--- src/rtl/gdc_pkg.sv ---
// Operation
// RULE1: Bit 10 of the protection word picks the overcurrent trip level, 0 for 9 A and 1 for 13 A.
// RULE2: Bits 9-8 of the protection word pick the overcurrent fault response, 0 latched, 1 auto-retry after 500 ms, 2 and 3 reserved, reset value 1.
// RULE3: Bits 1-0 of the protection word pick the sense gain 0.24/0.48/0.96/1.92 V/A, used only while automatic gain is off.
// RULE4: Bit 30 of the second word enables driver delay compensation.
// RULE5: Bits 29-26 of the second word pick the delay target, 0 automatic, 1..15 from 0.4 us to 3.2 us in 0.2 us steps.
// RULE6: Bit 24 disables regulator sequencing, resets to 1, and a written one clears it.
// RULE7: Bit 23 picks the regulator current limit, 0 for 600 mA and 1 for 150 mA.
// RULE8: Bits 22-21 pick the regulator output voltage 3.3/5.0/4.0/5.7 V, reset value 1.
// RULE9: Bit 20 turns the regulator off when 1 and resets to 0.
// RULE10: Bits 19-17 pick the low-side minimum on-time, 0 none, 1 automatic, 2..7 from 0.5 us to 2 us.
// RULE11: The second word sits at offset AEh, resets to 01200000h, and its bits 16-0 and 25 read zero.
// RULE12: Writes to reserved bits are ignored and those bits always read zero.
package gdc_pkg;
    localparam logic [7:0]  GDC_PROT_OFS       = 8'hAC;
    localparam logic [7:0]  GDC_BUCK_OFS       = 8'hAE;
    localparam logic [31:0] GDC_PROT_RST       = 32'h10228100;
    localparam logic [31:0] GDC_BUCK_RST       = 32'h01200000;
    // Writable bits of each word; everything else is reserved
    localparam logic [31:0] GDC_PROT_WMASK     = 32'h8C0C3703;
    localparam logic [31:0] GDC_BUCK_WMASK     = 32'hFDFE0000;
    // Write-one-to-clear bits of the second word
    localparam logic [31:0] GDC_BUCK_W1C       = 32'h01000000;
    localparam int          GDC_TRIP_LEVEL_BIT = 10;
    localparam int          GDC_FAULT_RESP_LSB = 8;
    localparam int          GDC_GAIN_LSB       = 0;
    localparam int          GDC_DCOMP_EN_BIT   = 30;
    localparam int          GDC_TDELAY_LSB     = 26;
    localparam int          GDC_SEQ_DIS_BIT    = 24;
    localparam int          GDC_CL_BIT         = 23;
    localparam int          GDC_VSEL_LSB       = 21;
    localparam int          GDC_DIS_BIT        = 20;
    localparam int          GDC_MINON_LSB      = 17;
endpackage

--- src/rtl/gdc_word_if.sv ---
`timescale 1ns/10ps
`default_nettype none
// Write request carried into one register word
interface gdc_word_if;
    logic        we;
    logic [31:0] wdata;
    logic [31:0] q;
    modport ctl (output we, output wdata, input q);
    modport reg_side (input we, input wdata, output q);
endinterface
`default_nettype wire

--- src/rtl/gdc_word.sv ---
`timescale 1ns/10ps
`default_nettype none
// One stored configuration word with reserved and write-one-clear masks
module gdc_word
    import gdc_pkg::*;
#(
    parameter logic [31:0] RST   = 32'h00000000,
    parameter logic [31:0] WMASK = 32'hFFFFFFFF,
    parameter logic [31:0] W1C   = 32'h00000000
) (
    input  wire logic clk_i,   // Clock
    input  wire logic srst_i,  // Sync reset
    gdc_word_if.reg_side w     // Word access
);
    logic [31:0] word_r;
    logic [31:0] word_nxt;

    // Plain bits take data, W1C bits only fall on a written one
    always_comb begin
        word_nxt = word_r;
        if (w.we) begin
            word_nxt = ((w.wdata & WMASK & ~W1C) | (word_r & ~WMASK)) & WMASK; // RULE12
            word_nxt = word_nxt | (word_r & W1C & ~w.wdata);                   // RULE6
        end
    end

    always_ff @(posedge clk_i) begin
        if (srst_i) begin
            word_r <= RST & WMASK;  // RULE11
        end else begin
            word_r <= word_nxt;
        end
    end

    assign w.q = word_r;

    a_reserved_zero: assert property (@(posedge clk_i) disable iff (srst_i) // RULE12
        (word_r & ~WMASK) == 32'h00000000) else $error("reserved bit set");
endmodule
`default_nettype wire

--- src/rtl/gdc_regs.sv ---
`timescale 1ns/10ps
`default_nettype none
// Gate driver configuration register bank: two stored words and decoded controls
module gdc_regs
    import gdc_pkg::*;
(
    input  wire logic        clk_i,              // 200 MHz clock
    input  wire logic        srst_i,             // Sync reset, high
    input  wire logic        wr_en_i,            // Write strobe
    input  wire logic        rd_en_i,            // Read strobe
    input  wire logic [7:0]  addr_i,             // Register offset
    input  wire logic [31:0] wdata_i,            // Write data
    input  wire logic        auto_gain_en_i,     // Automatic sense gain active
    output logic      [31:0] rdata_o,            // Registered read data
    output logic             rvalid_o,           // Read data valid pulse
    output logic             ocp_level_o,        // Trip level select
    output logic      [1:0]  ocp_response_o,     // Fault response
    output logic      [1:0]  sense_gain_o,       // Programmed static gain code
    output logic             sense_gain_use_o,   // Static gain in force
    output logic             dcomp_en_o,         // Delay compensation on
    output logic      [3:0]  target_delay_o,     // Delay target code
    output logic             seq_disable_o,      // Regulator sequencing off
    output logic             reg_cl_sel_o,       // Regulator current limit
    output logic      [1:0]  reg_vsel_o,         // Regulator voltage code
    output logic             reg_disable_o,      // Regulator off
    output logic      [2:0]  min_on_time_o       // Low-side minimum on code
);
    gdc_word_if prot_w ();
    gdc_word_if buck_w ();

    // Offset decode for writes
    assign prot_w.we    = wr_en_i && (addr_i == GDC_PROT_OFS);
    assign prot_w.wdata = wdata_i;
    assign buck_w.we    = wr_en_i && (addr_i == GDC_BUCK_OFS);  // RULE11
    assign buck_w.wdata = wdata_i;

    gdc_word #(
        .RST   (GDC_PROT_RST),
        .WMASK (GDC_PROT_WMASK),
        .W1C   (32'h00000000)
    ) u_prot (
        .clk_i  (clk_i),
        .srst_i (srst_i),
        .w      (prot_w.reg_side)
    );

    gdc_word #(
        .RST   (GDC_BUCK_RST),
        .WMASK (GDC_BUCK_WMASK),
        .W1C   (GDC_BUCK_W1C)
    ) u_buck (
        .clk_i  (clk_i),
        .srst_i (srst_i),
        .w      (buck_w.reg_side)
    );

    // Read mux; unmapped offsets read zero
    always_ff @(posedge clk_i) begin
        if (srst_i) begin
            rdata_o  <= 32'h00000000;
            rvalid_o <= 1'b0;
        end else begin
            rvalid_o <= rd_en_i;
            if (rd_en_i) begin
                case (addr_i)
                    GDC_PROT_OFS: rdata_o <= prot_w.q;
                    GDC_BUCK_OFS: rdata_o <= buck_w.q;  // RULE11
                    default:      rdata_o <= 32'h00000000;
                endcase
            end
        end
    end

    // Trip level; registered so the comparator sees one clean level per cycle
    always_ff @(posedge clk_i) begin
        if (srst_i) begin
            ocp_level_o <= GDC_PROT_RST[GDC_TRIP_LEVEL_BIT];
        end else begin
            ocp_level_o <= prot_w.q[GDC_TRIP_LEVEL_BIT];  // RULE1
        end
    end

    // Fault response; reserved codes pass through, the fault logic must treat them
    always_ff @(posedge clk_i) begin
        if (srst_i) begin
            ocp_response_o <= GDC_PROT_RST[GDC_FAULT_RESP_LSB +: 2];
        end else begin
            ocp_response_o <= prot_w.q[GDC_FAULT_RESP_LSB +: 2];  // RULE2
        end
    end

    // Static sense gain code
    always_ff @(posedge clk_i) begin
        if (srst_i) begin
            sense_gain_o <= GDC_PROT_RST[GDC_GAIN_LSB +: 2];
        end else begin
            sense_gain_o <= prot_w.q[GDC_GAIN_LSB +: 2];  // RULE3
        end
    end

    // Static gain in force only while the automatic gain loop is off
    always_ff @(posedge clk_i) begin
        if (srst_i) begin
            sense_gain_use_o <= 1'b0;
        end else begin
            sense_gain_use_o <= ~auto_gain_en_i;  // RULE3
        end
    end

    // Delay compensation enable
    always_ff @(posedge clk_i) begin
        if (srst_i) begin
            dcomp_en_o <= GDC_BUCK_RST[GDC_DCOMP_EN_BIT];
        end else begin
            dcomp_en_o <= buck_w.q[GDC_DCOMP_EN_BIT];  // RULE4
        end
    end

    // Delay target code; code 0 leaves the choice to the slew-rate logic
    always_ff @(posedge clk_i) begin
        if (srst_i) begin
            target_delay_o <= GDC_BUCK_RST[GDC_TDELAY_LSB +: 4];
        end else begin
            target_delay_o <= buck_w.q[GDC_TDELAY_LSB +: 4];  // RULE5
        end
    end

    // Sequencing disable; only reset raises it again once software cleared it
    always_ff @(posedge clk_i) begin
        if (srst_i) begin
            seq_disable_o <= GDC_BUCK_RST[GDC_SEQ_DIS_BIT];
        end else begin
            seq_disable_o <= buck_w.q[GDC_SEQ_DIS_BIT];  // RULE6
        end
    end

    // Regulator current limit select
    always_ff @(posedge clk_i) begin
        if (srst_i) begin
            reg_cl_sel_o <= GDC_BUCK_RST[GDC_CL_BIT];
        end else begin
            reg_cl_sel_o <= buck_w.q[GDC_CL_BIT];  // RULE7
        end
    end

    // Regulator output voltage code
    always_ff @(posedge clk_i) begin
        if (srst_i) begin
            reg_vsel_o <= GDC_BUCK_RST[GDC_VSEL_LSB +: 2];
        end else begin
            reg_vsel_o <= buck_w.q[GDC_VSEL_LSB +: 2];  // RULE8
        end
    end

    // Regulator off; a stray write drops the supply, so software should read back
    always_ff @(posedge clk_i) begin
        if (srst_i) begin
            reg_disable_o <= GDC_BUCK_RST[GDC_DIS_BIT];
        end else begin
            reg_disable_o <= buck_w.q[GDC_DIS_BIT];  // RULE9
        end
    end

    // Low-side minimum on-time code
    always_ff @(posedge clk_i) begin
        if (srst_i) begin
            min_on_time_o <= GDC_BUCK_RST[GDC_MINON_LSB +: 3];
        end else begin
            min_on_time_o <= buck_w.q[GDC_MINON_LSB +: 3];  // RULE10
        end
    end

    // Read path: a read returns the word as stored at the read edge
    a_read_buck: assert property (@(posedge clk_i) disable iff (srst_i) // RULE11
        rd_en_i && addr_i == GDC_BUCK_OFS |=> rdata_o == $past(buck_w.q))
        else $error("second word read mismatch");
    a_buck_reserved: assert property (@(posedge clk_i) disable iff (srst_i) // RULE11
        rvalid_o && $past(addr_i) == GDC_BUCK_OFS |-> rdata_o[16:0] == 17'h00000 && !rdata_o[25])
        else $error("reserved bits read nonzero");
    a_prot_reserved: assert property (@(posedge clk_i) disable iff (srst_i) // RULE12
        rvalid_o && $past(addr_i) == GDC_PROT_OFS
            |-> (rdata_o & ~GDC_PROT_WMASK) == 32'h00000000)
        else $error("protection word reserved bits nonzero");
    a_unmapped_read: assert property (@(posedge clk_i) disable iff (srst_i) // RULE12
        rd_en_i && addr_i != GDC_PROT_OFS && addr_i != GDC_BUCK_OFS
            |=> rdata_o == 32'h00000000)
        else $error("unmapped offset read nonzero");
    a_unmapped_write: assert property (@(posedge clk_i) disable iff (srst_i) // RULE12
        wr_en_i && addr_i != GDC_PROT_OFS && addr_i != GDC_BUCK_OFS
            |=> $stable(prot_w.q) && $stable(buck_w.q))
        else $error("unmapped write changed a word");

    // Sequencing bit: a one clears it, a zero keeps it, nothing but reset sets it
    a_seq_w1c: assert property (@(posedge clk_i) disable iff (srst_i) // RULE6
        buck_w.we && wdata_i[GDC_SEQ_DIS_BIT] |=> ##1 !seq_disable_o)
        else $error("sequencing bit not cleared");
    a_seq_sticky: assert property (@(posedge clk_i) disable iff (srst_i) // RULE6
        !buck_w.q[GDC_SEQ_DIS_BIT] |=> !buck_w.q[GDC_SEQ_DIS_BIT])
        else $error("sequencing bit set by write");
    a_seq_hold: assert property (@(posedge clk_i) disable iff (srst_i) // RULE6
        buck_w.we && !wdata_i[GDC_SEQ_DIS_BIT]
            |=> buck_w.q[GDC_SEQ_DIS_BIT] == $past(buck_w.q[GDC_SEQ_DIS_BIT]))
        else $error("sequencing bit changed by written zero");

    // Decoded controls follow a write two edges later
    a_ocp_level: assert property (@(posedge clk_i) disable iff (srst_i) // RULE1
        prot_w.we |=> ##1 ocp_level_o == $past(wdata_i[GDC_TRIP_LEVEL_BIT], 2))
        else $error("trip level not taken");
    a_overcurrent_fault_response: assert property (@(posedge clk_i) disable iff (srst_i) // RULE2
        prot_w.we |=> ##1 ocp_response_o == $past(wdata_i[9:8], 2))
        else $error("fault response not taken");
    a_gain_write: assert property (@(posedge clk_i) disable iff (srst_i) // RULE3
        prot_w.we |=> ##1 sense_gain_o == $past(wdata_i[1:0], 2))
        else $error("sense gain not taken");
    a_gain_use: assert property (@(posedge clk_i) disable iff (srst_i) // RULE3
        auto_gain_en_i |=> !sense_gain_use_o) else $error("static gain used");
    // Reset holds the use flag low, so the edge that releases reset is skipped
    a_gain_static: assert property (@(posedge clk_i) disable iff (srst_i) // RULE3
        !srst_i && !auto_gain_en_i |=> sense_gain_use_o)
        else $error("static gain not in force");
    a_vsel_write: assert property (@(posedge clk_i) disable iff (srst_i) // RULE8
        buck_w.we |=> ##1 reg_vsel_o == $past(wdata_i[22:21], 2)
            && reg_disable_o == $past(wdata_i[GDC_DIS_BIT], 2)
            && reg_cl_sel_o == $past(wdata_i[GDC_CL_BIT], 2))
        else $error("regulator controls not taken");
    a_delay_write: assert property (@(posedge clk_i) disable iff (srst_i) // RULE5
        buck_w.we |=> ##1 target_delay_o == $past(wdata_i[29:26], 2)
            && dcomp_en_o == $past(wdata_i[GDC_DCOMP_EN_BIT], 2)
            && min_on_time_o == $past(wdata_i[19:17], 2))
        else $error("delay controls not taken");
    a_dcomp_en: assert property (@(posedge clk_i) disable iff (srst_i) // RULE4
        buck_w.we |=> ##1 dcomp_en_o == $past(wdata_i[GDC_DCOMP_EN_BIT], 2))
        else $error("delay compensation enable not taken");
    a_cur_limit: assert property (@(posedge clk_i) disable iff (srst_i) // RULE7
        buck_w.we |=> ##1 reg_cl_sel_o == $past(wdata_i[GDC_CL_BIT], 2))
        else $error("current limit not taken");
    a_reg_off: assert property (@(posedge clk_i) disable iff (srst_i) // RULE9
        buck_w.we |=> ##1 reg_disable_o == $past(wdata_i[GDC_DIS_BIT], 2))
        else $error("regulator disable not taken");
    a_min_on: assert property (@(posedge clk_i) disable iff (srst_i) // RULE10
        buck_w.we |=> ##1 min_on_time_o == $past(wdata_i[19:17], 2))
        else $error("minimum on-time not taken");
endmodule
`default_nettype wire

--- config.mk ---
export PLATFORM = sky130hd
export DESIGN_NAME = gdc_regs
export DESIGN_NICKNAME = d
export VERILOG_FILES = /design/src/rtl/gdc_pkg.sv /design/src/rtl/gdc_word_if.sv /design/src/rtl/gdc_word.sv /design/src/rtl/gdc_regs.sv
export SDC_FILE = /design/constraint.sdc
export NUM_CORES = 1
export LEC_CHECK = 0
export BUFFER_PORTS_ARGS = -buffer_cell sky130_fd_sc_hd__buf_2
export CORE_MARGIN = 2
export CORE_UTILIZATION = 30
export CTS_CLUSTER_DIAMETER = 60
export DETAILED_ROUTE_END_ITERATION = 10
export SLEW_MARGIN = 15
export SYNTH_ARGS = -nofsm -noshare
export SYNTH_HDL_FRONTEND = slang
export SYNTH_SLANG_ARGS = --single-unit
--- constraint.sdc ---
create_clock -name clk_i -period 1.53 [get_ports clk_i]
set_input_delay 0.306 -clock clk_i [delete_from_list [all_inputs] [get_ports clk_i]]
set_output_delay 0.306 -clock clk_i [all_outputs]
set_load 0.005 [all_outputs]
Word level (Yosys, flattened, before mapping)
Index checks and enable logic that the tools add are counted.
{ "op_classes": {"order_cmp": 0, "muxes": 1, "add_sub_neg": 0, "n_mul": 0, "n_eq_ne": 2, "bitwise": 5, "reduce_logical": 2, "shift": 0, "n_div": 0} }
{ "ops": {"columns": ["op", "n"], "rows": [
  ["32-bit case mux with 2 select lines", 1],
  ["25-bit by 32-bit bitwise AND with 32-bit output", 1],
  ["32-bit NOT", 1],
  ["32-bit by 26-bit OR with 32-bit output", 1],
  ["32-bit OR", 1],
  ["8-bit == test (second input constant)", 2],
  ["1-bit logical AND", 2],
  ["1-bit NOT", 1]
]} }
{ "totals": {"romBits": 0, "memories": 0, "latch_bits": 0, "input_bits": 45, "ff_bits": 96, "ram_bits": 0, "out_inout_bits": 52} }

Longest topological paths before layout
{ "logic_depth": {"depth_word": 3, "depth_mapped": 5, "ltp_nobuf": 3} }

Modules after synthesis
From an unflattened synthesis, not the netlist that was laid out.
{ "unflattened": {"hier_cells": 321, "hier_area_um2": 3671.0} }
{ "modules_own_cells": {"columns": ["mod", "seq_area_each_um2", "area_per_inst_um2", "cells_per_inst", "n_inst"], "rows": [
  ["gdc_regs", 1041.0, 2447.3, 198, 1],
  ["gdc_word (u_buck)", 280.3, 646.9, 64, 1],
  ["gdc_word (u_prot)", 240.2, 576.8, 59, 1]
]} }

Least setup slack after synthesis
No wires, ideal clock.
{ "synth_path": {"path_kind": "input -> register", "from": "input addr_i[4]", "to": "register u_prot.word_r[10], in the netlist u_prot.w.q[10]", "path_stages": 5, "path_buffers": 2, "setup_time_ps": 121, "slack_ps": -112, "arrival_time_ps": 1521, "cell_sequence": "or3b_1 > buf_6 > nor4_4 > buf_8 > mux2_4"} }
{ "synth_via": {"elab_chain_cells": 2} }
{ "synth_lines": {"columns": ["element", "line_no", "rtl"], "rows": [
  ["start: declaration", "gdc_regs.sv:11", "input wire logic [7:0] addr_i,"],
  ["8-bit == test", "gdc_regs.sv:32", "assign prot_w.we = wr_en_i && (addr_i == GDC_PROT_OFS);"],
  ["1-bit logical AND", "gdc_regs.sv:32", null],
  ["end signal: assignment", "gdc_word.sv:29", "word_r <= RST & WMASK;"],
  ["end signal: assignment", "gdc_word.sv:31", "word_r <= word_nxt;"],
  ["end: declaration", "gdc_word.sv:15", "logic [31:0] word_r;"]
]} }
No other way between the ends.
A chain may end at the register's enable or synchronous reset.

Worst setup path in the final report
{ "layout_path": {"from": "input addr_i[4]", "to": "register u_prot.word_r[0], in the netlist u_prot.w.q[0]"} }
Same word-level chain as after synthesis.

==> out/metrics.csv <==
metric;value;unit
hold_viol;0;
die_w;95.4;um
worstHoldEndpoint;sense_gain_use_o;
cts_hold_buf;0;
fin_crit;1.37;ns
max_freq;0.728;GHz
ys_seq_area_share;53.5;%
grt_pass1_vias;1722;
place_area;3070;um2
critical_path_peak_fanout;6;
fin_ws;0.157;ns
via_per_inst;4.24;
grt_use_met2;18.2;%
synthXorXnorAreaFrac;0;%
p_int;2.72;mW
crit_arrival;1.60;ns
gp_congestion;0.697;
cts.path.max_buffers;2;
drc;0;
cts_sinks;67;
fin_nets;356;
grt_use_total;12.0;%
h-tree-depth;3;
synth-compound-area-share;8.93;%
clk_latency;0.33;ns
grt_pass1_wl;8130;um
final_layout_size_suffix_gt1_share;39.9;%
cp-start-kind;input pin;
skew;0.00759;ns
synth_top_family_by_area;simple AND/OR/NAND/NOR gates;
fin_cells;421;
grt_busiest_layer;met2;
ys_warn_count;0;
yosys.area.top_type;dfxtp_1;
ant_nets;0;
area_growth;30.4;%
cts_tree;yes;
dpl.hpwl;3890;um
grt_max_degree;35;
holdPathStages;2;
vias;1786;
worst_setup_path_end_kind;flop;
setup_viol;0;
cp_data_required_time;1.75;ns
rsz0062_at_grt;no;
clockPowerShare;44.1;%
synth_area_per_cell;11.4;um2
synth-seq-cells;67;
drt-initial-drc-count;46;
timing.rr.end;rdata_o[27];
die_y;95.4;um
synth-adder-area-share;0;%
clk_pin_slew_worst_paths;0.07;ns
vdd.ir_drop.worst;0.432;mV
die_area;9110;um2
drtPass1Iterations;4;
fin_area;3270;um2
hold_path_class;in2reg;
power_leakage;1.51;nW
dp_slack;-0.201;ns
nFillCells;838;
r2r_cells;3;
min_period_over_period;89.8;%
slew_viol_final;0;
swShare;20.8;%
wl_per_cell;12.3;um
p_comb_share;5.0;%
synth_area_leaders;dfxtp_1, nor2b_1, a22o_1, nand2b_1, mux2_2;
switching_power;0.714;mW
synth_cell_types;31;
syn_inst;221;
p_seq_share;50.9;%
synthMuxAreaShare;11.5;%
synth-simple-area-share;19.1;%
max_cap_viol_count;0;
rows;33;
worstReg2RegStart;u_prot.w.q[27];
syn_area;2510;um2
wirelength;5190;um
root_buffer;clkbuf_8;
cts_inserted_buffers;9;
rrSetupSlack;0.69;ns
powerDensity;1050;nW/um2
holdWs;0.121;ns
cts_resized;0;
met1_usage;15.3;%
grt_use_met3;3.24;%
antenna_found_initial;0;
overflow;0;
io_buffers;74;
status;finished clean;
core_area;8180;um2
cts_setup_buffers;0;
dp.cells;405;
start_util;30.7;%
diodes;0;
synth_top_area_share;53.5;%
io_pins;97;
hp-start;auto_gain_en_i;
crit_type;in2reg;
metal layers:
metal / vias up / wire length (um)
li1: 915 / -
met3: 7 / 308
met1: 814 / 2430
met2: 50 / 2380
met5: - / 0
met4: 0 / 80
logic make-up (layout without fill, tap and decap cells):
logic type	Yosys count	in the layout
AND/OR/NAND/NOR	68	68
other	1	11
AO/OA/AOI/OAI	30	30
flip-flops	67	67
buffers and inverters	29	114
multiplexers	26	26
per-stage QoR:
step                      utilization, %  power (mW)  setup TNS, ns
after global routing                40.0        3.58              0
final                               40.0        3.44              0
after global placement              37.5        1.96          -1.55
after CTS                           40.0        3.49              0
after detailed placement            37.5        1.96          -1.91
after floorplan                        -        1.89         -0.224
layout make-up:
cell class	count	area, um2	area share [%]
clock buffers	15	176	5.39
well taps	105	131	4.02
repair buffers	94	546	16.7
clock inverters	1	30.0	0.918
inverters	4	15.0	0.459
flip-flops and latches	67	1340	41.0
multi-input cells	135	1030	31.5
layout by cell type (no fill, tap or decap):
cell       instances
nor2_1             6
and4_1             1
conb_1            11
or3b_1             1
nand2b_1          20
nand4_1            5
nand2_1            1
inv_1              4
nand4b_4           1
nor4_4             1
mux2_1             3
clkbuf_1           3
buf_4             18
nor2b_1           27
o31a_1             1
mux2_4             2
a22o_1            16
o21ai_0            4
dfxtp_1           67
buf_2             74
and4b_1            1
a21oi_1            5
nor4b_4            1
nor3b_2            1
nand4_2            1
or2_2              1
bufinv_16          1
mux2_2            11
clkbuf_8          12
buf_12             2
o31ai_1            4
mux2i_1           10
synthesized netlist by cell type (all sizes together):
master	count
or3b	1
mux2	16
dfxtp	67
nor4b	1
a21oi	5
and4b	1
clkbuf	9
and4	1
nand2b	20
o31a	1
nor2b	27
nor4	1
o21ai	4
nor2	6
or2	1
a22o	16
nand4	6
conb	1
nand2	1
nand4b	1
buf	16
o31ai	4
mux2i	10
inv	4
nor3b	1
how the worst max path moves through the flow:
| stage | from | to | slack (ns) | cells past startpoint |
|---|---|---|---|---|
| 3_5_place_dp | addr_i[4] | u_prot.w.q[0] | -0.20 | 5 |
| 3_3_place_gp | addr_i[4] | u_prot.w.q[1] | -0.18 | 5 |
| 5_1_grt | addr_i[4] | u_prot.w.q[0] | 0.13 | 5 |
| 2_1_floorplan | addr_i[4] | u_prot.w.q[10] | -0.11 | 5 |
| 6_report | addr_i[4] | u_prot.w.q[0] | 0.16 | 5 |
| 4_1_cts | addr_i[4] | u_prot.w.q[0] | 0.16 | 5 |
power groups by stage:
stage               clock (mW)  combinational (mW)  sequential, mW
floorplan                    0               0.105            1.79
global placement             0               0.172            1.79
detailed placement           0               0.174            1.79
CTS                       1.57               0.175            1.75
global route              1.64               0.191            1.75
finish                    1.52               0.171            1.75
registers in the layout, summed over array words and instances, names as in the netlist, 2 cells and up:
register / count
rdata_o: 21
u_buck.w.q: 14
u_prot.w.q: 12
target_delay_o: 4
min_on_time_o: 3
ocp_response_o: 2
reg_vsel_o: 2
sense_gain_o: 2
worst max-delay path: stages:
cell and delay [ns]:
buf_2 0.11, or3b_1 0.44, nor4_4 0.18, buf_4 0.22
mux2_2 0.34
Power figures use the tool's default switching activity.
